[src/common/sfm_pkg.sv]
// constants and types shared by the descriptor map block
package sfm_pkg;

    // ----------------------------------------------------------------
    // serial command set
    // ----------------------------------------------------------------
    localparam logic [7:0]  OP_REG_RD      = 8'h65;
    localparam logic [7:0]  OP_REG_WR      = 8'h71;
    localparam logic [7:0]  OP_DESC_RD     = 8'h5a;
    localparam logic [1:0]  ADDR_BYTES_M1  = 2'h2;

    // ----------------------------------------------------------------
    // register addresses seen over the serial link
    // ----------------------------------------------------------------
    localparam logic [23:0] RA_STATUS      = 24'h000000;
    localparam logic [23:0] RA_CFG2_NV     = 24'h000003;
    localparam logic [23:0] RA_CFG2_V      = 24'h800003;
    localparam int          ERASE_FAIL_BIT = 5;
    localparam int          WAIT_LSB       = 0;
    localparam int          WAIT_W         = 4;
    localparam logic [3:0]  WAIT_RST       = 4'h8;

    // ----------------------------------------------------------------
    // descriptor bytes
    // ----------------------------------------------------------------
    localparam logic [23:0] DA_ERR_RDOP    = 24'h000175;
    localparam logic [23:0] DA_ERR_ADDR    = 24'h000176;
    localparam logic [23:0] DA_ERR_MAP     = 24'h000177;
    localparam logic [23:0] DA_WS_WROP     = 24'h000178;
    localparam logic [23:0] DA_WS_RDOP     = 24'h000179;
    localparam logic [23:0] DA_WS_ADDR     = 24'h00017a;
    localparam logic [23:0] DA_WS_MAP      = 24'h00017b;
    localparam logic [7:0]  DV_ERR_ADDR    = 8'h00;
    localparam logic [7:0]  DV_ERR_MAP     = 8'h95;
    localparam logic [7:0]  DV_WS_ADDR     = 8'h03;
    localparam logic [7:0]  DV_WS_MAP      = 8'hd0;

    // ----------------------------------------------------------------
    // software register map (byte offsets)
    // ----------------------------------------------------------------
    localparam logic [7:0]  OFS_IRQ_STAT   = 8'h00;
    localparam logic [7:0]  OFS_IRQ_CLR    = 8'h04;
    localparam logic [7:0]  OFS_IRQ_EN     = 8'h08;
    localparam logic [7:0]  OFS_STATUS     = 8'h0c;
    localparam logic [7:0]  OFS_CFG2_V     = 8'h10;
    localparam logic [7:0]  OFS_CFG2_NV    = 8'h14;
    localparam int          IRQ_N          = 3;
    localparam int          EV_ERASE_FAIL  = 0;
    localparam int          EV_HOST_WR     = 1;
    localparam int          EV_DESC_RD     = 2;
    localparam logic [1:0]  RESP_OKAY      = 2'h0;
    localparam logic [1:0]  RESP_SLVERR    = 2'h2;

    typedef struct packed {
        logic       valid;
        logic [7:0] data;
    } sfm_rx_t;

    typedef enum logic [2:0] {
        ST_OP, ST_ADDR, ST_DUMMY, ST_RD, ST_WR, ST_SKIP
    } sfm_state_t;

endpackage : sfm_pkg

[src/hw/sfm_spi_shift.sv]
// serial link front end: pin synchronisers and byte shifter
`timescale 1ns/1ps
module sfm_spi_shift import sfm_pkg::*; (
    input  wire logic       aclk,
    input  wire logic       aresetn,
    input  wire logic       sck,
    input  wire logic       cs_n,
    input  wire logic       si,
    input  wire logic [7:0] tx_byte,
    output sfm_rx_t         rx,
    output logic            cs_active,
    output logic            so,
    output logic            so_oe_n
);
    logic       sck_m_q, sck_s_q, sck_d_q;
    logic       cs_m_q,  cs_s_q;
    logic       si_m_q,  si_s_q;
    logic [2:0] cnt_q;
    logic [6:0] sr_q;
    logic [6:0] txs_q;
    logic       rise, fall;

    // --------------------
    // synchronisers; the first stage feeds only the second
    // --------------------
    always_ff @(posedge aclk) begin
        if (!aresetn) begin
            sck_m_q <= 1'b0;
            sck_s_q <= 1'b0;
            sck_d_q <= 1'b0;
            cs_m_q  <= 1'b1;
            cs_s_q  <= 1'b1;
            si_m_q  <= 1'b0;
            si_s_q  <= 1'b0;
        end else begin
            sck_m_q <= sck;
            sck_s_q <= sck_m_q;
            sck_d_q <= sck_s_q;
            cs_m_q  <= cs_n;
            cs_s_q  <= cs_m_q;
            si_m_q  <= si;
            si_s_q  <= si_m_q;
        end
    end

    assign rise      = sck_s_q & ~sck_d_q;
    assign fall      = ~sck_s_q & sck_d_q;
    assign cs_active = ~cs_s_q;

    // --------------------
    // receive: sample on rising edge, msb first
    // --------------------
    always_ff @(posedge aclk) begin
        if (!aresetn || cs_s_q) begin
            cnt_q    <= 3'h0;
            sr_q     <= 7'h00;
            rx.valid <= 1'b0;
            rx.data  <= 8'h00;
        end else begin
            rx.valid <= 1'b0;
            if (rise) begin
                cnt_q <= cnt_q + 3'h1;
                sr_q  <= {sr_q[5:0], si_s_q};
                if (cnt_q == 3'h7) begin
                    rx.valid <= 1'b1;
                    rx.data  <= {sr_q, si_s_q};
                end
            end
        end
    end

    // --------------------
    // transmit: shift on falling edge, new byte at byte boundary
    // --------------------
    always_ff @(posedge aclk) begin
        if (!aresetn || cs_s_q) begin
            so    <= 1'b0;
            txs_q <= 7'h00;
        end else if (fall) begin
            if (cnt_q == 3'h0) begin
                so    <= tx_byte[7];
                txs_q <= tx_byte[6:0];
            end else begin
                so    <= txs_q[6];
                txs_q <= {txs_q[5:0], 1'b0};
            end
        end
    end

    // pin released while deselected
    always_ff @(posedge aclk) begin
        if (!aresetn) begin
            so_oe_n <= 1'b1;
        end else begin
            so_oe_n <= cs_s_q;
        end
    end

endmodule : sfm_spi_shift

[src/hw/sfm_desc_map.sv]
// descriptor map, status and wait-state registers with serial and AXI4-Lite access
//
// Design decisions made here: register access over AXI4-Lite and the address map.
`timescale 1ns/1ps
// Function
// - register reads use opcode 65h, advertised
// - register writes use opcode 71h, advertised
// - erase-failure flag at register address 00h
// - erase-failure flag high means last erase failed
// - erase-failure flag sits in bit five
// - both items reached by addressed register commands
// - volatile wait-state register at 800003h
// - four-bit wait-state field, width code 10b
// - wait-state field starts at bit zero
// - wait bits not in last address byte
// - byte 17Bh gives D0h, 177h gives 95h
// - nonvolatile wait-state copy at address 03h
module sfm_desc_map import sfm_pkg::*; (
    input  wire logic        aclk,
    input  wire logic        aresetn,
    input  wire logic [7:0]  s_axi_awaddr,
    input  wire logic        s_axi_awvalid,
    output logic             s_axi_awready,
    input  wire logic [31:0] s_axi_wdata,
    input  wire logic [3:0]  s_axi_wstrb,
    input  wire logic        s_axi_wvalid,
    output logic             s_axi_wready,
    output logic [1:0]       s_axi_bresp,
    output logic             s_axi_bvalid,
    input  wire logic        s_axi_bready,
    input  wire logic [7:0]  s_axi_araddr,
    input  wire logic        s_axi_arvalid,
    output logic             s_axi_arready,
    output logic [31:0]      s_axi_rdata,
    output logic [1:0]       s_axi_rresp,
    output logic             s_axi_rvalid,
    input  wire logic        s_axi_rready,
    input  wire logic        spi_sck,
    input  wire logic        spi_cs_n,
    input  wire logic        spi_si,
    output logic             spi_so,
    output logic             spi_so_oe_n,
    input  wire logic        erase_done,
    input  wire logic        erase_failed,
    output logic [3:0]       wait_states,
    output logic             irq
);
    sfm_rx_t          rx;
    logic             cs_active;
    logic [7:0]       tx_byte;
    sfm_state_t       st_q;
    logic [1:0]       acnt_q;
    logic [7:0]       op_q;
    logic [23:0]      addr_q;
    logic             host_wr;
    logic             desc_start;
    logic             erase_fail_q;
    logic [3:0]       wait_v_q;
    logic [3:0]       wait_nv_q;
    logic [7:0]       status_byte;
    logic [IRQ_N-1:0] irq_st_q;
    logic [IRQ_N-1:0] irq_en_q;
    logic [IRQ_N-1:0] irq_ev;
    logic [IRQ_N-1:0] irq_clr;
    logic             aw_full_q, w_full_q;
    logic [7:0]       awaddr_q;
    logic [31:0]      wdata_q;
    logic [3:0]       wstrb_q;
    logic             wr_fire;
    logic             wr_map;

    // ----------------------------------------------------------------
    // serial front end
    // ----------------------------------------------------------------
    sfm_spi_shift u_shift (
        .aclk      (aclk),
        .aresetn   (aresetn),
        .sck       (spi_sck),
        .cs_n      (spi_cs_n),
        .si        (spi_si),
        .tx_byte   (tx_byte),
        .rx        (rx),
        .cs_active (cs_active),
        .so        (spi_so),
        .so_oe_n   (spi_so_oe_n)
    );

    // ----------------------------------------------------------------
    // descriptor contents
    // ----------------------------------------------------------------
    // constants only: no write path reaches them
    function automatic logic [7:0] desc_byte(input logic [23:0] a);
        logic [7:0] v;
        v = 8'h00;
        case (a)
            DA_ERR_RDOP: v = OP_REG_RD;
            DA_ERR_ADDR: v = DV_ERR_ADDR;
            DA_ERR_MAP:  v = DV_ERR_MAP;
            DA_WS_WROP:  v = OP_REG_WR;
            DA_WS_RDOP:  v = OP_REG_RD;
            DA_WS_ADDR:  v = DV_WS_ADDR;
            DA_WS_MAP:   v = DV_WS_MAP;
            default:     v = 8'h00;
        endcase
        return v;
    endfunction : desc_byte

    assign status_byte = 8'(erase_fail_q) << ERASE_FAIL_BIT;

    // ----------------------------------------------------------------
    // byte offered to the shifter for the next byte slot
    // ----------------------------------------------------------------
    always_comb begin
        tx_byte = 8'h00;
        if (op_q == OP_DESC_RD) begin
            tx_byte = desc_byte(addr_q);
        end else if (op_q == OP_REG_RD) begin
            case (addr_q)
                RA_STATUS:  tx_byte = status_byte;
                RA_CFG2_NV: tx_byte = 8'(wait_nv_q) << WAIT_LSB;
                RA_CFG2_V:  tx_byte = 8'(wait_v_q) << WAIT_LSB;
                default:    tx_byte = 8'h00;
            endcase
        end
    end

    // ----------------------------------------------------------------
    // serial command sequencer
    // ----------------------------------------------------------------
    always_ff @(posedge aclk) begin
        if (!aresetn || !cs_active) begin
            st_q   <= ST_OP;
            acnt_q <= 2'h0;
            op_q   <= 8'h00;
            addr_q <= 24'h000000;
        end else if (rx.valid) begin
            case (st_q)
                ST_OP: begin
                    op_q   <= rx.data;
                    acnt_q <= 2'h0;
                    if (rx.data == OP_DESC_RD || rx.data == OP_REG_RD ||
                        rx.data == OP_REG_WR) begin
                        st_q <= ST_ADDR;
                    end else begin
                        st_q <= ST_SKIP;
                    end
                end
                ST_ADDR: begin
                    addr_q <= {addr_q[15:0], rx.data};
                    acnt_q <= acnt_q + 2'h1;
                    if (acnt_q == ADDR_BYTES_M1) begin
                        st_q <= (op_q == OP_REG_WR) ? ST_WR : ST_DUMMY;
                    end
                end
                ST_DUMMY: begin
                    st_q <= ST_RD;
                end
                ST_RD: begin
                    // descriptor reads stream on; register reads repeat
                    if (op_q == OP_DESC_RD) begin
                        addr_q <= addr_q + 24'h000001;
                    end
                end
                ST_WR: begin
                    st_q <= ST_SKIP;
                end
                ST_SKIP: begin
                    st_q <= ST_SKIP;
                end
                default: begin
                    st_q <= ST_SKIP;
                end
            endcase
        end
    end

    assign host_wr    = rx.valid && (st_q == ST_WR);
    assign desc_start = rx.valid && (st_q == ST_DUMMY) && (op_q == OP_DESC_RD);

    // ----------------------------------------------------------------
    // erase-failure flag
    // ----------------------------------------------------------------
    // an erase result outranks a host write in the same cycle
    always_ff @(posedge aclk) begin
        if (!aresetn) begin
            erase_fail_q <= 1'b0;
        end else if (erase_done) begin
            erase_fail_q <= erase_failed;
        end else if (host_wr && addr_q == RA_STATUS) begin
            erase_fail_q <= rx.data[ERASE_FAIL_BIT];
        end
    end

    // ----------------------------------------------------------------
    // wait-state registers
    // ----------------------------------------------------------------
    always_ff @(posedge aclk) begin
        if (!aresetn) begin
            wait_v_q <= WAIT_RST;
        end else if (host_wr && addr_q == RA_CFG2_V) begin
            wait_v_q <= rx.data[WAIT_LSB +: WAIT_W];
        end else if (wr_fire && awaddr_q == OFS_CFG2_V && wstrb_q[0]) begin
            wait_v_q <= wdata_q[WAIT_LSB +: WAIT_W];
        end
    end

    always_ff @(posedge aclk) begin
        if (!aresetn) begin
            wait_nv_q <= WAIT_RST;
        end else if (host_wr && addr_q == RA_CFG2_NV) begin
            wait_nv_q <= rx.data[WAIT_LSB +: WAIT_W];
        end
    end

    always_ff @(posedge aclk) begin
        if (!aresetn) begin
            wait_states <= WAIT_RST;
        end else begin
            wait_states <= wait_v_q;
        end
    end

    // ----------------------------------------------------------------
    // interrupt status, enable and output
    // ----------------------------------------------------------------
    always_comb begin
        irq_ev                = '0;
        irq_ev[EV_ERASE_FAIL] = erase_done & erase_failed;
        irq_ev[EV_HOST_WR]    = host_wr;
        irq_ev[EV_DESC_RD]    = desc_start;
    end

    assign irq_clr = (wr_fire && awaddr_q == OFS_IRQ_CLR && wstrb_q[0]) ?
                     wdata_q[IRQ_N-1:0] : '0;

    // set beats clear
    always_ff @(posedge aclk) begin
        if (!aresetn) begin
            irq_st_q <= '0;
        end else begin
            irq_st_q <= (irq_st_q & ~irq_clr) | irq_ev;
        end
    end

    always_ff @(posedge aclk) begin
        if (!aresetn) begin
            irq_en_q <= '0;
        end else if (wr_fire && awaddr_q == OFS_IRQ_EN && wstrb_q[0]) begin
            irq_en_q <= wdata_q[IRQ_N-1:0];
        end
    end

    always_ff @(posedge aclk) begin
        if (!aresetn) begin
            irq <= 1'b0;
        end else begin
            irq <= |(irq_st_q & irq_en_q);
        end
    end

    // ----------------------------------------------------------------
    // AXI4-Lite write channels
    // ----------------------------------------------------------------
    assign wr_fire = aw_full_q & w_full_q & ~s_axi_bvalid;
    assign wr_map  = (awaddr_q == OFS_IRQ_CLR) || (awaddr_q == OFS_IRQ_EN) ||
                     (awaddr_q == OFS_CFG2_V);

    always_ff @(posedge aclk) begin
        if (!aresetn) begin
            aw_full_q     <= 1'b0;
            awaddr_q      <= 8'h00;
            s_axi_awready <= 1'b0;
        end else if (s_axi_awvalid && s_axi_awready) begin
            aw_full_q     <= 1'b1;
            awaddr_q      <= {s_axi_awaddr[7:2], 2'b00};
            s_axi_awready <= 1'b0;
        end else begin
            if (wr_fire) begin
                aw_full_q <= 1'b0;
            end
            s_axi_awready <= ~aw_full_q;
        end
    end

    always_ff @(posedge aclk) begin
        if (!aresetn) begin
            w_full_q     <= 1'b0;
            wdata_q      <= 32'h00000000;
            wstrb_q      <= 4'h0;
            s_axi_wready <= 1'b0;
        end else if (s_axi_wvalid && s_axi_wready) begin
            w_full_q     <= 1'b1;
            wdata_q      <= s_axi_wdata;
            wstrb_q      <= s_axi_wstrb;
            s_axi_wready <= 1'b0;
        end else begin
            if (wr_fire) begin
                w_full_q <= 1'b0;
            end
            s_axi_wready <= ~w_full_q;
        end
    end

    always_ff @(posedge aclk) begin
        if (!aresetn) begin
            s_axi_bvalid <= 1'b0;
            s_axi_bresp  <= RESP_OKAY;
        end else if (wr_fire) begin
            s_axi_bvalid <= 1'b1;
            s_axi_bresp  <= wr_map ? RESP_OKAY : RESP_SLVERR;
        end else if (s_axi_bready) begin
            s_axi_bvalid <= 1'b0;
        end
    end

    // ----------------------------------------------------------------
    // AXI4-Lite read channels
    // ----------------------------------------------------------------
    always_ff @(posedge aclk) begin
        if (!aresetn) begin
            s_axi_arready <= 1'b0;
        end else begin
            s_axi_arready <= ~s_axi_rvalid & ~(s_axi_arvalid & s_axi_arready);
        end
    end

    always_ff @(posedge aclk) begin
        if (!aresetn) begin
            s_axi_rvalid <= 1'b0;
            s_axi_rdata  <= 32'h00000000;
            s_axi_rresp  <= RESP_OKAY;
        end else if (s_axi_arvalid && s_axi_arready) begin
            s_axi_rvalid <= 1'b1;
            s_axi_rresp  <= RESP_OKAY;
            s_axi_rdata  <= 32'h00000000;
            case ({s_axi_araddr[7:2], 2'b00})
                OFS_IRQ_STAT: s_axi_rdata <= 32'(irq_st_q);
                OFS_IRQ_CLR:  s_axi_rdata <= 32'h00000000;
                OFS_IRQ_EN:   s_axi_rdata <= 32'(irq_en_q);
                OFS_STATUS:   s_axi_rdata <= 32'(status_byte);
                OFS_CFG2_V:   s_axi_rdata <= 32'(wait_v_q);
                OFS_CFG2_NV:  s_axi_rdata <= 32'(wait_nv_q);
                default:      s_axi_rresp <= RESP_SLVERR;
            endcase
        end else if (s_axi_rready) begin
            s_axi_rvalid <= 1'b0;
        end
    end

endmodule : sfm_desc_map

[config.mk]
export PLATFORM = sky130hd
export DESIGN_NAME = sfm_desc_map
export DESIGN_NICKNAME = d
export VERILOG_FILES = /design/src/common/sfm_pkg.sv /design/src/hw/sfm_spi_shift.sv /design/src/hw/sfm_desc_map.sv
export SDC_FILE = /design/constraint.sdc
export NUM_CORES = 1
export LEC_CHECK = 0
export BUFFER_PORTS_ARGS = -buffer_cell sky130_fd_sc_hd__clkbuf_2
export CAP_MARGIN = 20
export CELL_PAD_IN_SITES_DETAIL_PLACEMENT = 1
export CELL_PAD_IN_SITES_GLOBAL_PLACEMENT = 1
export CORE_MARGIN = 8
export CORE_UTILIZATION = 37
export DETAILED_ROUTE_END_ITERATION = 16
export GPL_TIMING_DRIVEN = 0
export PLACE_DENSITY_LB_ADDON = 0.12
export SYNTH_ARGS = -nofsm -noshare
export SYNTH_HDL_FRONTEND = slang
export SYNTH_SLANG_ARGS = --single-unit
[constraint.sdc]
create_clock -name aclk -period 1.8 [get_ports aclk]
set_input_delay 0.36 -clock aclk [delete_from_list [all_inputs] [get_ports aclk]]
set_output_delay 0.36 -clock aclk [all_outputs]
set_load 0.01 [all_outputs]
==> flow_metrics.env, run 1 <==
export IMPL_setup_worst_path_end_class="flop"
export IMPL_grt_overflow_total=0
export IMPL_via_count_of_the_first_global_routing_pass=5936
export IMPL_rsz_0062_raised_after_global_routing="yes"
export IMPL_mostFrequentLayoutCells="nand2_1, dfxtp_1, a21oi_1, buf_4, clkbuf_2"
export IMPL_outcome="complete, but fails checks"
export IMPL_worst_r2r_path_depth=5
export IMPL_num_nets_final=913
export IMPL_clock_root_buffer_master="clkbuf_16"
export IMPL_floorplan_initialDensity=0.377
export IMPL_slowest_stage="or4_4"
export IMPL_synth_flop_cell="dfxtp_1"
export IMPL_critical_path_peak_fanout=8
export IMPL_drtIter0Drc=388
export IMPL_syn2layout_area_growth_pct=32.0
export IMPL_dr_total_vias=5820
export IMPL_core_um2=15800
export IMPL_placedInstanceArea_um2=6580
export IMPL_placement_rows=46
export IMPL_startpoint="addr_q[12]$_SDFFE_PP0P_"
export IMPL_worst_r2r_endpoint="wait_v_q[3]$_SDFFE_PN1P_"
export IMPL_layout_cell_area_non_filler_um2=7840
export IMPL_final_util=0.497
export IMPL_critical_path_max_stage_delay_ns=0.59
export IMPL_placedCellCount=1008
export IMPL_pin_count=112
export IMPL_fp_dieArea_um2=20400
export IMPL_leading_cell_type_in_the_layout_fill_and_taps_excluded="nand2_1"
export IMPL_chipHeight_um=143
export IMPL_hold_path_class="input pin to flop"
export IMPL_vdd_ir_drop_max_v=0.000656
export IMPL_max_slew_margin=0.564
export IMPL_filler_cell_count=1898
export IMPL_clk_latency_ns=0.43
export IMPL_ys_warnings_count=0
export IMPL_worst_setup_slack_final_ns=-0.0434
export IMPL_avgViaCountPerCell=5.44
export IMPL_tritoncts="done"
export IMPL_io_buffer_count=46
export IMPL_initial_antenna_violation_count=0
export IMPL_period_minus_slack_ns=1.84
export IMPL_grt_first_pass_wirelength_um=32000
export IMPL_max_cap_violations=0
export IMPL_share_of_the_clock_period_used_by_the_worst_path=1.02
export IMPL_cts_made_buffers=17
export IMPL_fp_dieW_um=143
export IMPL_routabilityCongestion=0.862
export IMPL_wl_per_cell_um=19.1
export IMPL_powerDensity_nw_per_um2=805
export IMPL_count_of_cell_instances_traversed_by_the_critical_path=5
export IMPL_ctsHoldBuffers=0
export IMPL_violated_checks="setup timing"
export IMPL_worst_slew_pin_transition_ns=0.654
export IMPL_crit_arrival_ns=2.12
export IMPL_timing_fmax_mhz=542
export IMPL_async_reset_ff_frac=0
export IMPL_worst_path_dominant_cell_family="simple AND/OR/NAND/NOR gates"
export IMPL_seq_area_frac_synth=0.394
export IMPL_layoutNonFillerInstCount=1070
export IMPL_maxSlewViolCount=0
export IMPL_cts_clk_slew_worst_paths_ns=0.06
export IMPL_totalNegativeSetupSlack_ns=-0.144
export IMPL_synth_cell_area_um2=5940
export IMPL_hold_violations=0
export IMPL_diodes=0
export IMPL_grt_usage=0.202
export IMPL_maximum_number_of_buffers_from_clock_root_to_sink=2
export IMPL_rr_startpoint="addr_q[12]$_SDFFE_PP0P_"
export IMPL_antenna_violating_nets_post_route=0
export IMPL_cp_buffers_inverters=0
export IMPL_clock_sinks=117
export IMPL_finalPower_uw=6310
export IMPL_synth_avg_cell_area_um2=8.27
export IMPL_dp_hpwl_um=13900
export IMPL_drive_gt1_frac=0.287
export IMPL_route_detailed_drc=0
export IMPL_critPathKind="flop to flop"
export IMPL_r2r_slack_ns=-0.04
export IMPL_worst_endpoint_required_ns=2.08
export IMPL_setup_worst_path_end="wait_v_q[3]$_SDFFE_PN1P_"
export IMPL_p_leak_uw=0.00299
export IMPL_pin_count_of_the_biggest_net_entering_global_routing=17
export IMPL_postRouteWirelength_um=20500
export IMPL_setup_viol_count_final=9
export IMPL_timing_clock_skew_ns=0.00812
export IMPL_yosys_register_bits=117
export IMPL_crit_path_cell_trace="nor4_4, nand2_2, or4_4, nor3b_2, a31oi_1"
export IMPL_holdCritStartpoint="spi_cs_n"
export IMPL_startpoint_type="flop"
export IMPL_synthCells=718
export IMPL_worst_hold_path_num_cells=2
export IMPL_drt_first_pass_iters=6
export IMPL_count_of_distinct_cell_types_in_the_synthesized_netlist=70
export IMPL_synth_edf_count=0
export IMPL_ctsHtreeMaxLevel=4
power by group:
part | total, uW | internal, uW | switching, uW
logic | 286 | 122 | 164
clock network | 3380 | 2050 | 1330
registers | 2650 | 2620 | 32.9
total | 6310 | 4790 | 1530
layout make-up:
type | instances | area, um^2 | share of cell area
clock inverter | 14 | 153 | 0.0195
inverter | 15 | 57.6 | 0.00734
multi-input combinational | 542 | 3580 | 0.457
clock buffer | 18 | 429 | 0.0547
tap | 216 | 270 | 0.0345
timing repair buffer | 82 | 529 | 0.0675
sequential | 117 | 2390 | 0.305
buffer | 66 | 430 | 0.0549
cell families (layout without fill, tap and decap cells):
family | after synthesis | in the layout | share of synthesized area
other | 1 | 29 | 0.000632
AO/OA/AOI/OAI | 185 | 185 | 0.202
AND/OR/NAND/NOR | 300 | 300 | 0.275
buffers and inverters | 87 | 195 | 0.0771
multiplexers | 18 | 18 | 0.0310
flip-flops | 117 | 117 | 0.394
XOR/XNOR | 2 | 2 | 0.00295
adder cells (fa/ha/maj) | 8 | 8 | 0.0169
flip-flops by register name, indices dropped and copies added, names as in the netlist, 2 cells and up:
signal / cells
awaddr_q: 6
acnt_q: 2
wait_v_q: 4
irq_st_q: 3
u_shift.sr_q: 7
irq_en_q: 3
wait_nv_q: 4
u_shift.cnt_q: 3
wdata_q: 4
st_q: 3
s_axi_rdata: 5
u_shift.rx: 9
u_shift.txs_q: 7
op_q: 8
wait_states: 4
addr_q: 24
worst min path at each step:
stage                                end  slack, ns
2_1_floorplan  u_shift.cs_s_q$_SDFF_PN1_       0.39
3_3_place_gp   u_shift.cs_s_q$_SDFF_PN1_       0.40
3_5_place_dp   u_shift.cs_s_q$_SDFF_PN1_       0.40
4_1_cts        u_shift.cs_m_q$_SDFF_PN1_       0.11
5_1_grt        u_shift.cs_m_q$_SDFF_PN1_       0.12
6_report       u_shift.cs_m_q$_SDFF_PN1_       0.12
synth_stat cells (5+ instances only):
| cell type | count | area share |
|---|---|---|
| nand3_1 | 39 | 0.033 |
| and3_1 | 7 | 0.0074 |
| ha_1 | 8 | 0.017 |
| nor2_1 | 40 | 0.025 |
| nand4_1 | 9 | 0.0095 |
| buf_4 | 29 | 0.037 |
| nor2b_1 | 15 | 0.016 |
| nor4bb_1 | 5 | 0.0084 |
| mux2i_1 | 15 | 0.025 |
| o21ai_0 | 34 | 0.029 |
| a22o_1 | 5 | 0.0074 |
| nor3_1 | 17 | 0.014 |
| inv_1 | 14 | 0.0088 |
| o31ai_1 | 5 | 0.0063 |
| a31oi_1 | 10 | 0.011 |
| a211oi_1 | 7 | 0.0088 |
| nand2b_1 | 13 | 0.014 |
| a21boi_0 | 17 | 0.021 |
| buf_2 | 6 | 0.0051 |
| dfxtp_1 | 117 | 0.39 |
| and2_1 | 17 | 0.018 |
| nand2_1 | 100 | 0.063 |
| clkbuf_1 | 33 | 0.021 |
| a21oi_1 | 62 | 0.052 |
timing repair:
| action | CTS | global route |
|---|---|---|
| resized for setup | 64 | 69 |
| pin swaps | 19 | 28 |
| cloned | 0 | 1 |
| setup buffers | 17 | 18 |
| endpoints found under the setup margin | 77 | 51 |
stage by stage:
stage / worst slack [ns] / hold slack (ns)
floorplan: -0.00927 / 0.386
global placement: -0.904 / 0.396
detailed placement: -0.893 / 0.399
CTS: -0.0434 / 0.109
global route: -0.116 / 0.121
finish: -0.0434 / 0.120
routing by layer:
| metal | up-vias | GRT usage | share of wire |
|---|---|---|---|
| met5 | - | 0 | 0 |
| met2 | 129 | 0.331 | 0.50 |
| met3 | 30 | 0.0424 | 0.042 |
| met4 | 0 | 0.0761 | 0.014 |
| met1 | 2870 | 0.254 | 0.45 |
| li1 | 2791 | - | - |
No activity file was read; power rests on OpenSTA's default activity.
==> run 2, diff against run 1 <==
--- a/config.mk
+++ b/config.mk
@@ -13,6 +13,8 @@
 export CORE_UTILIZATION = 37
 export DETAILED_ROUTE_END_ITERATION = 16
 export GPL_TIMING_DRIVEN = 0
+export HOLD_SLACK_MARGIN = 0.08
+export MAX_ROUTING_LAYER = met4
 export PLACE_DENSITY_LB_ADDON = 0.12
 export SYNTH_ARGS = -nofsm -noshare
 export SYNTH_HDL_FRONTEND = slang
==> constraint.sdc (replaced) <==
create_clock -name aclk -period 1.8 [get_ports aclk]
set_input_delay 0.18 -clock aclk [delete_from_list [all_inputs] [get_ports aclk]]
set_output_delay 0.18 -clock aclk [all_outputs]
set_load 0.01 [all_outputs]
==> flow_metrics.env, run 2 (synthesized netlist as in run 1, its figures left out) <==
export IMPL_startpoint="addr_q[12]$_SDFFE_PP0P_"
export IMPL_floorplan_initialDensity=0.377
export IMPL_pin_count_of_the_biggest_net_entering_global_routing=17
export IMPL_cts_clk_slew_worst_paths_ns=0.06
export IMPL_largest_register_ff_count=24
export IMPL_crit_path_cell_trace="nor4_4, nand2_2, or4_4, nor3b_2, a31oi_1"
export IMPL_mostFrequentLayoutCells="nand2_1, dfxtp_1, buf_4"
export IMPL_critical_path_peak_fanout=8
export IMPL_drive_gt1_frac=0.281
export IMPL_avgViaCountPerCell=5.41
export IMPL_tritoncts="done"
export IMPL_powerDensity_nw_per_um2=797
export IMPL_placement_rows=46
export IMPL_largestRegisters="addr_q (24), u_shift.rx (9), op_q (8)"
export IMPL_rsz_0062_raised_after_global_routing="yes"
export IMPL_max_slew_margin=0.565
export IMPL_core_um2=15800
export IMPL_power_report_internal_total_uw=4980
export IMPL_setup_worst_path_end_class="flop"
export IMPL_grt_usage=0.208
export IMPL_io_buffer_count=46
export IMPL_final_util=0.513
export IMPL_period_minus_slack_ns=1.92
export IMPL_worst_endpoint_required_ns=2.07
export IMPL_ctsHtreeMaxLevel=4
export IMPL_placedCellCount=1008
export IMPL_hold_path_class="input pin to flop"
export IMPL_layoutNonFillerInstCount=1093
export IMPL_rr_startpoint="addr_q[12]$_SDFFE_PP0P_"
export IMPL_initial_antenna_violation_count=0
export IMPL_clk_latency_ns=0.42
export IMPL_grt_overflow_total=0
export IMPL_crit_arrival_ns=2.19
export IMPL_layout_cell_area_non_filler_um2=8100
export IMPL_pwr_share_seq=0.410
export IMPL_maxSlewViolCount=0
export IMPL_wl_per_cell_um=19.1
export IMPL_pre_cts_ws_ns=-0.725
export IMPL_grt_first_pass_wirelength_um=32300
export IMPL_largest_register="addr_q"
export IMPL_critPathKind="flop to flop"
export IMPL_holdCritStartpoint="s_axi_wvalid"
export IMPL_postRouteWirelength_um=20900
export IMPL_share_of_the_clock_period_used_by_the_worst_path=1.07
export IMPL_p_leak_uw=0.00310
export IMPL_timing_fmax_mhz=522
export IMPL_num_nets_final=936
export IMPL_p_sw_uw=1480
export IMPL_startpoint_type="flop"
export IMPL_maximum_number_of_buffers_from_clock_root_to_sink=2
export IMPL_drtIter0Drc=414
export IMPL_diodes=0
export IMPL_outcome="complete, but fails checks"
export IMPL_clkPwrFrac=0.541
export IMPL_placedInstanceArea_um2=6580
export IMPL_fp_dieW_um=143
export IMPL_violated_checks="setup timing"
export IMPL_timing_clock_skew_ns=0.0130
export IMPL_dp_hpwl_um=13800
export IMPL_worst_slew_pin_transition_ns=0.652
export IMPL_fp_dieArea_um2=20400
export IMPL_swShare=0.229
export IMPL_worst_setup_slack_final_ns=-0.117
export IMPL_leading_cell_type_in_the_layout_fill_and_taps_excluded="nand2_1"
export IMPL_cts_made_buffers=17
export IMPL_antenna_violating_nets_post_route=0
export IMPL_drt_first_pass_iters=5
export IMPL_routabilityCongestion=0.875
export IMPL_clock_root_buffer_master="clkbuf_16"
export IMPL_setup_viol_count_final=11
export IMPL_via_count_of_the_first_global_routing_pass=6041
export IMPL_max_cap_violations=0
export IMPL_vdd_ir_drop_max_v=0.000620
export IMPL_hold_violations=0
export IMPL_route_detailed_drc=0
export IMPL_slowest_stage="or4_4"
export IMPL_comb_power_share=0.050
export IMPL_clock_sinks=117
export IMPL_pin_count=112
export IMPL_syn2layout_area_growth_pct=36.3
export IMPL_chipHeight_um=143
export IMPL_critical_path_max_stage_delay_ns=0.60
export IMPL_dr_total_vias=5911
==> run 2: final cells by class <==
| class | count | area, um^2 |
|---|---|---|
| tap | 216 | 270 |
| inverter | 15 | 57.6 |
| multi-input combinational | 542 | 3590 |
| timing repair buffer | 107 | 771 |
| clock buffer | 21 | 450 |
| buffer | 64 | 407 |
| clock inverter | 11 | 151 |
| fill | 1881 | 7670 |
| sequential | 117 | 2400 |
==> run 2: worst max-delay path: cells and delay by family (launching register included) <==
family / cells / cell delay, ns
AOI/OAI and AO/OA: 1 / 0.05
DFF: 1 / 0.37
and+or+nand+nor: 4 / 1.34
==> run 2: final timing paths <==
kind                               endpoint  slack (ns)  cells after the start
setup / recovery   wait_v_q[3]$_SDFFE_PN1P_       -0.12                      5
hold reg to reg   u_shift.cs_s_q$_SDFF_PN1_        0.43                      1
setup reg to reg   wait_v_q[3]$_SDFFE_PN1P_       -0.12                      5
hold / removal      wdata_q[1]$_SDFFE_PN0P_         0.1                      3
==> run 2: power by group through the flow <==
stage	Clock (uW)	Combinational (uW)	Sequential (uW)
after floorplan	0	179	2710
after global placement	0	268	2710
after detailed placement	0	275	2710
after CTS	3540	313	2650
after global routing	3670	355	2650
final	3490	320	2640
==> run 2: repair_timing <==
item | in CTS | in global routing
hold buffers | 20 | 0
hold endpoints to repair | 18 | 0
pin swaps | 20 | 31
setup endpoints to repair | 77 | 62
gates resized for setup | 67 | 63
setup buffers | 22 | 19
==> run 2: metrics by stage <==
step                      total power [uW]  setup TNS [ns]  hold slack, ns
after floorplan                       2890        -0.00945           0.281
after global placement                2980          -28.09           0.367
after detailed placement              2990          -28.13           0.380
after CTS                             6510          -0.232          0.0834
after global routing                  6670           -1.64          0.0929
final                                 6450          -0.530          0.0951
==> run 2: metal layers <==
layer	routed length (um)	global-route usage	vias up
met5	0	-	-
met2	10400	0.339	166
met3	1030	0.0457	38
met1	9110	0.251	2883
li1	-	-	2824
met4	339	0.0671	0
==> run 3, diff against run 2 <==
--- a/config.mk
+++ b/config.mk
@@ -16,6 +16,7 @@
 export HOLD_SLACK_MARGIN = 0.08
 export MAX_ROUTING_LAYER = met4
 export PLACE_DENSITY_LB_ADDON = 0.12
+export SKIP_LAST_GASP = 1
 export SYNTH_ARGS = -nofsm -noshare
 export SYNTH_HDL_FRONTEND = slang
 export SYNTH_SLANG_ARGS = --single-unit
==> flow_metrics.env, run 3 (synthesized netlist as in run 1, its figures left out) <==
export IMPL_cts_clk_slew_worst_paths_ns=0.06
export IMPL_max_slew_margin=0.567
export IMPL_ff_latch_area_um2=2400
export IMPL_pin_count=112
export IMPL_rsz_0062_raised_after_global_routing="yes"
export IMPL_fp_dieArea_um2=20400
export IMPL_dp_hpwl_um=13800
export IMPL_num_nets_final=935
export IMPL_violated_checks="setup timing"
export IMPL_clk_latency_ns=0.42
export IMPL_drt_first_pass_iters=4
export IMPL_avgViaCountPerCell=5.41
export IMPL_critical_path_max_stage_delay_ns=0.60
export IMPL_worst_slew_pin_transition_ns=0.650
export IMPL_crit_arrival_ns=2.17
export IMPL_routabilityCongestion=0.875
export IMPL_multi_input_area_um2=3600
export IMPL_route_detailed_drc=0
export IMPL_mostFrequentLayoutCells="nand2_1, dfxtp_1, buf_4"
export IMPL_hold_path_class="input pin to flop"
export IMPL_crit_path_cell_trace="nor4_4, nand2_2, or4_4, nor3b_2, a31oi_1"
export IMPL_clock_root_buffer_master="clkbuf_16"
export IMPL_largest_register="addr_q"
export IMPL_vdd_ir_drop_max_v=0.000653
export IMPL_worst_path_dominant_cell_family="simple AND/OR/NAND/NOR gates"
export IMPL_p_leak_uw=0.00309
export IMPL_grt_first_pass_wirelength_um=32300
export IMPL_floorplan_initialDensity=0.377
export IMPL_cp_buffers_inverters=0
export IMPL_leading_cell_type_in_the_layout_fill_and_taps_excluded="nand2_1"
export IMPL_maximum_number_of_buffers_from_clock_root_to_sink=2
export IMPL_powerDensity_nw_per_um2=799
export IMPL_filler_cell_count=1871
export IMPL_timing_clock_skew_ns=0.00848
export IMPL_wl_per_cell_um=19.0
export IMPL_final_util=0.512
export IMPL_initial_antenna_violation_count=0
export IMPL_period_minus_slack_ns=1.90
export IMPL_outcome="complete, but fails checks"
export IMPL_grt_overflow_total=0
export IMPL_tritoncts="done"
export IMPL_hold_violations=0
export IMPL_critical_path_peak_fanout=8
export IMPL_worst_setup_slack_final_ns=-0.0975
export IMPL_totalNegativeSetupSlack_ns=-0.371
export IMPL_critPathKind="flop to flop"
export IMPL_pre_cts_ws_ns=-0.725
export IMPL_largestRegisters="addr_q (24), u_shift.rx (9), op_q (8)"
export IMPL_via_count_of_the_first_global_routing_pass=6041
export IMPL_setup_viol_count_final=9
export IMPL_ctsHtreeMaxLevel=4
export IMPL_cts_made_buffers=17
export IMPL_grt_usage=0.208
export IMPL_share_of_the_clock_period_used_by_the_worst_path=1.05
export IMPL_max_cap_violations=0
export IMPL_placement_rows=46
export IMPL_slowest_stage="or4_4"
export IMPL_largest_register_ff_count=24
export IMPL_startpoint_type="flop"
export IMPL_clock_sinks=117
export IMPL_dr_total_vias=5906
export IMPL_drtIter0Drc=402
export IMPL_pin_count_of_the_biggest_net_entering_global_routing=17
export IMPL_setup_worst_path_end_class="flop"
export IMPL_fp_dieW_um=143
export IMPL_diodes=0
export IMPL_antenna_violating_nets_post_route=0
export IMPL_maxSlewViolCount=0
export IMPL_worst_endpoint_required_ns=2.07
export IMPL_chipHeight_um=143
export IMPL_postRouteWirelength_um=20800
export IMPL_timing_fmax_mhz=527
export IMPL_core_um2=15800
export IMPL_syn2layout_area_growth_pct=36.1
export IMPL_drive_gt1_frac=0.280
export IMPL_io_buffer_count=46
[run 3: changes by cell type in the layout (fill, tap and decap cells not counted), sizes merged]
cell,delta
buf,-1
[run 3: layer usage]
layer | up-vias | wire length, um | GRT usage
met3 | 38 | 1020 | 0.0457
met2 | 167 | 10300 | 0.339
met4 | 0 | 361 | 0.0671
li1 | 2822 | - | -
met1 | 2879 | 9090 | 0.251
met5 | - | 0 | -
[run 3: layout make-up]
type | instances | area share
multi-input cells | 542 | 0.446
flip-flops and latches | 117 | 0.297
repair buffers | 106 | 0.0929
clock buffers | 21 | 0.0558
plain buffers | 64 | 0.0499
well taps | 216 | 0.0335
clock inverters | 11 | 0.0187
inverters | 15 | 0.00712
[run 3: what timing repair did]
| action | 4_1_cts | 5_1_grt |
|---|---|---|
| setup endpoints to repair | 77 | 65 |
| buffers inserted | 22 | 18 |
| gates resized for setup | 64 | 65 |
| endpoints found under the hold margin | 18 | 0 |
| pin swaps | 20 | 27 |
| hold buffers | 20 | 0 |
[run 3: worst paths after layout]
check	slack [ns]	startpoint	cells after the start	end
max	-0.1	addr_q[12]$_SDFFE_PP0P_	5	wait_v_q[3]$_SDFFE_PN1P_
min	0.09	s_axi_wvalid	3	wdata_q[1]$_SDFFE_PN0P_
min reg2reg	0.43	u_shift.cs_m_q$_SDFF_PN1_	1	u_shift.cs_s_q$_SDFF_PN1_
max reg2reg	-0.1	addr_q[12]$_SDFFE_PP0P_	5	wait_v_q[3]$_SDFFE_PN1P_
[run 3: report_power, final]
| group | internal [uW] | switching [uW] | total, uW |
|---|---|---|---|
| logic | 151 | 170 | 320 |
| clock network | 2220 | 1270 | 3490 |
| registers | 2610 | 34.4 | 2640 |
| total | 4980 | 1480 | 6450 |
[run 3: worst min-delay path: cells and delay by family]
kind | cells | cell delay [ns]
compound gates | 1 | 0.06
buf+inv | 1 | 0.13
simple gates | 1 | 0.09
[run 3: stage by stage]
step / total power (uW) / instances / instance area [um^2] / hold slack, ns
detailed placement: 2990 / 1008 / 6580 / 0.380
floorplan: 2890 / 746 / 6080 / 0.281
CTS: 6510 / 1077 / 7770 / 0.0834
global route: 6670 / 1092 / 8080 / 0.0945
finish: 6450 / 1092 / 8080 / 0.0926
global placement: 2980 / 1008 / 6580 / 0.367
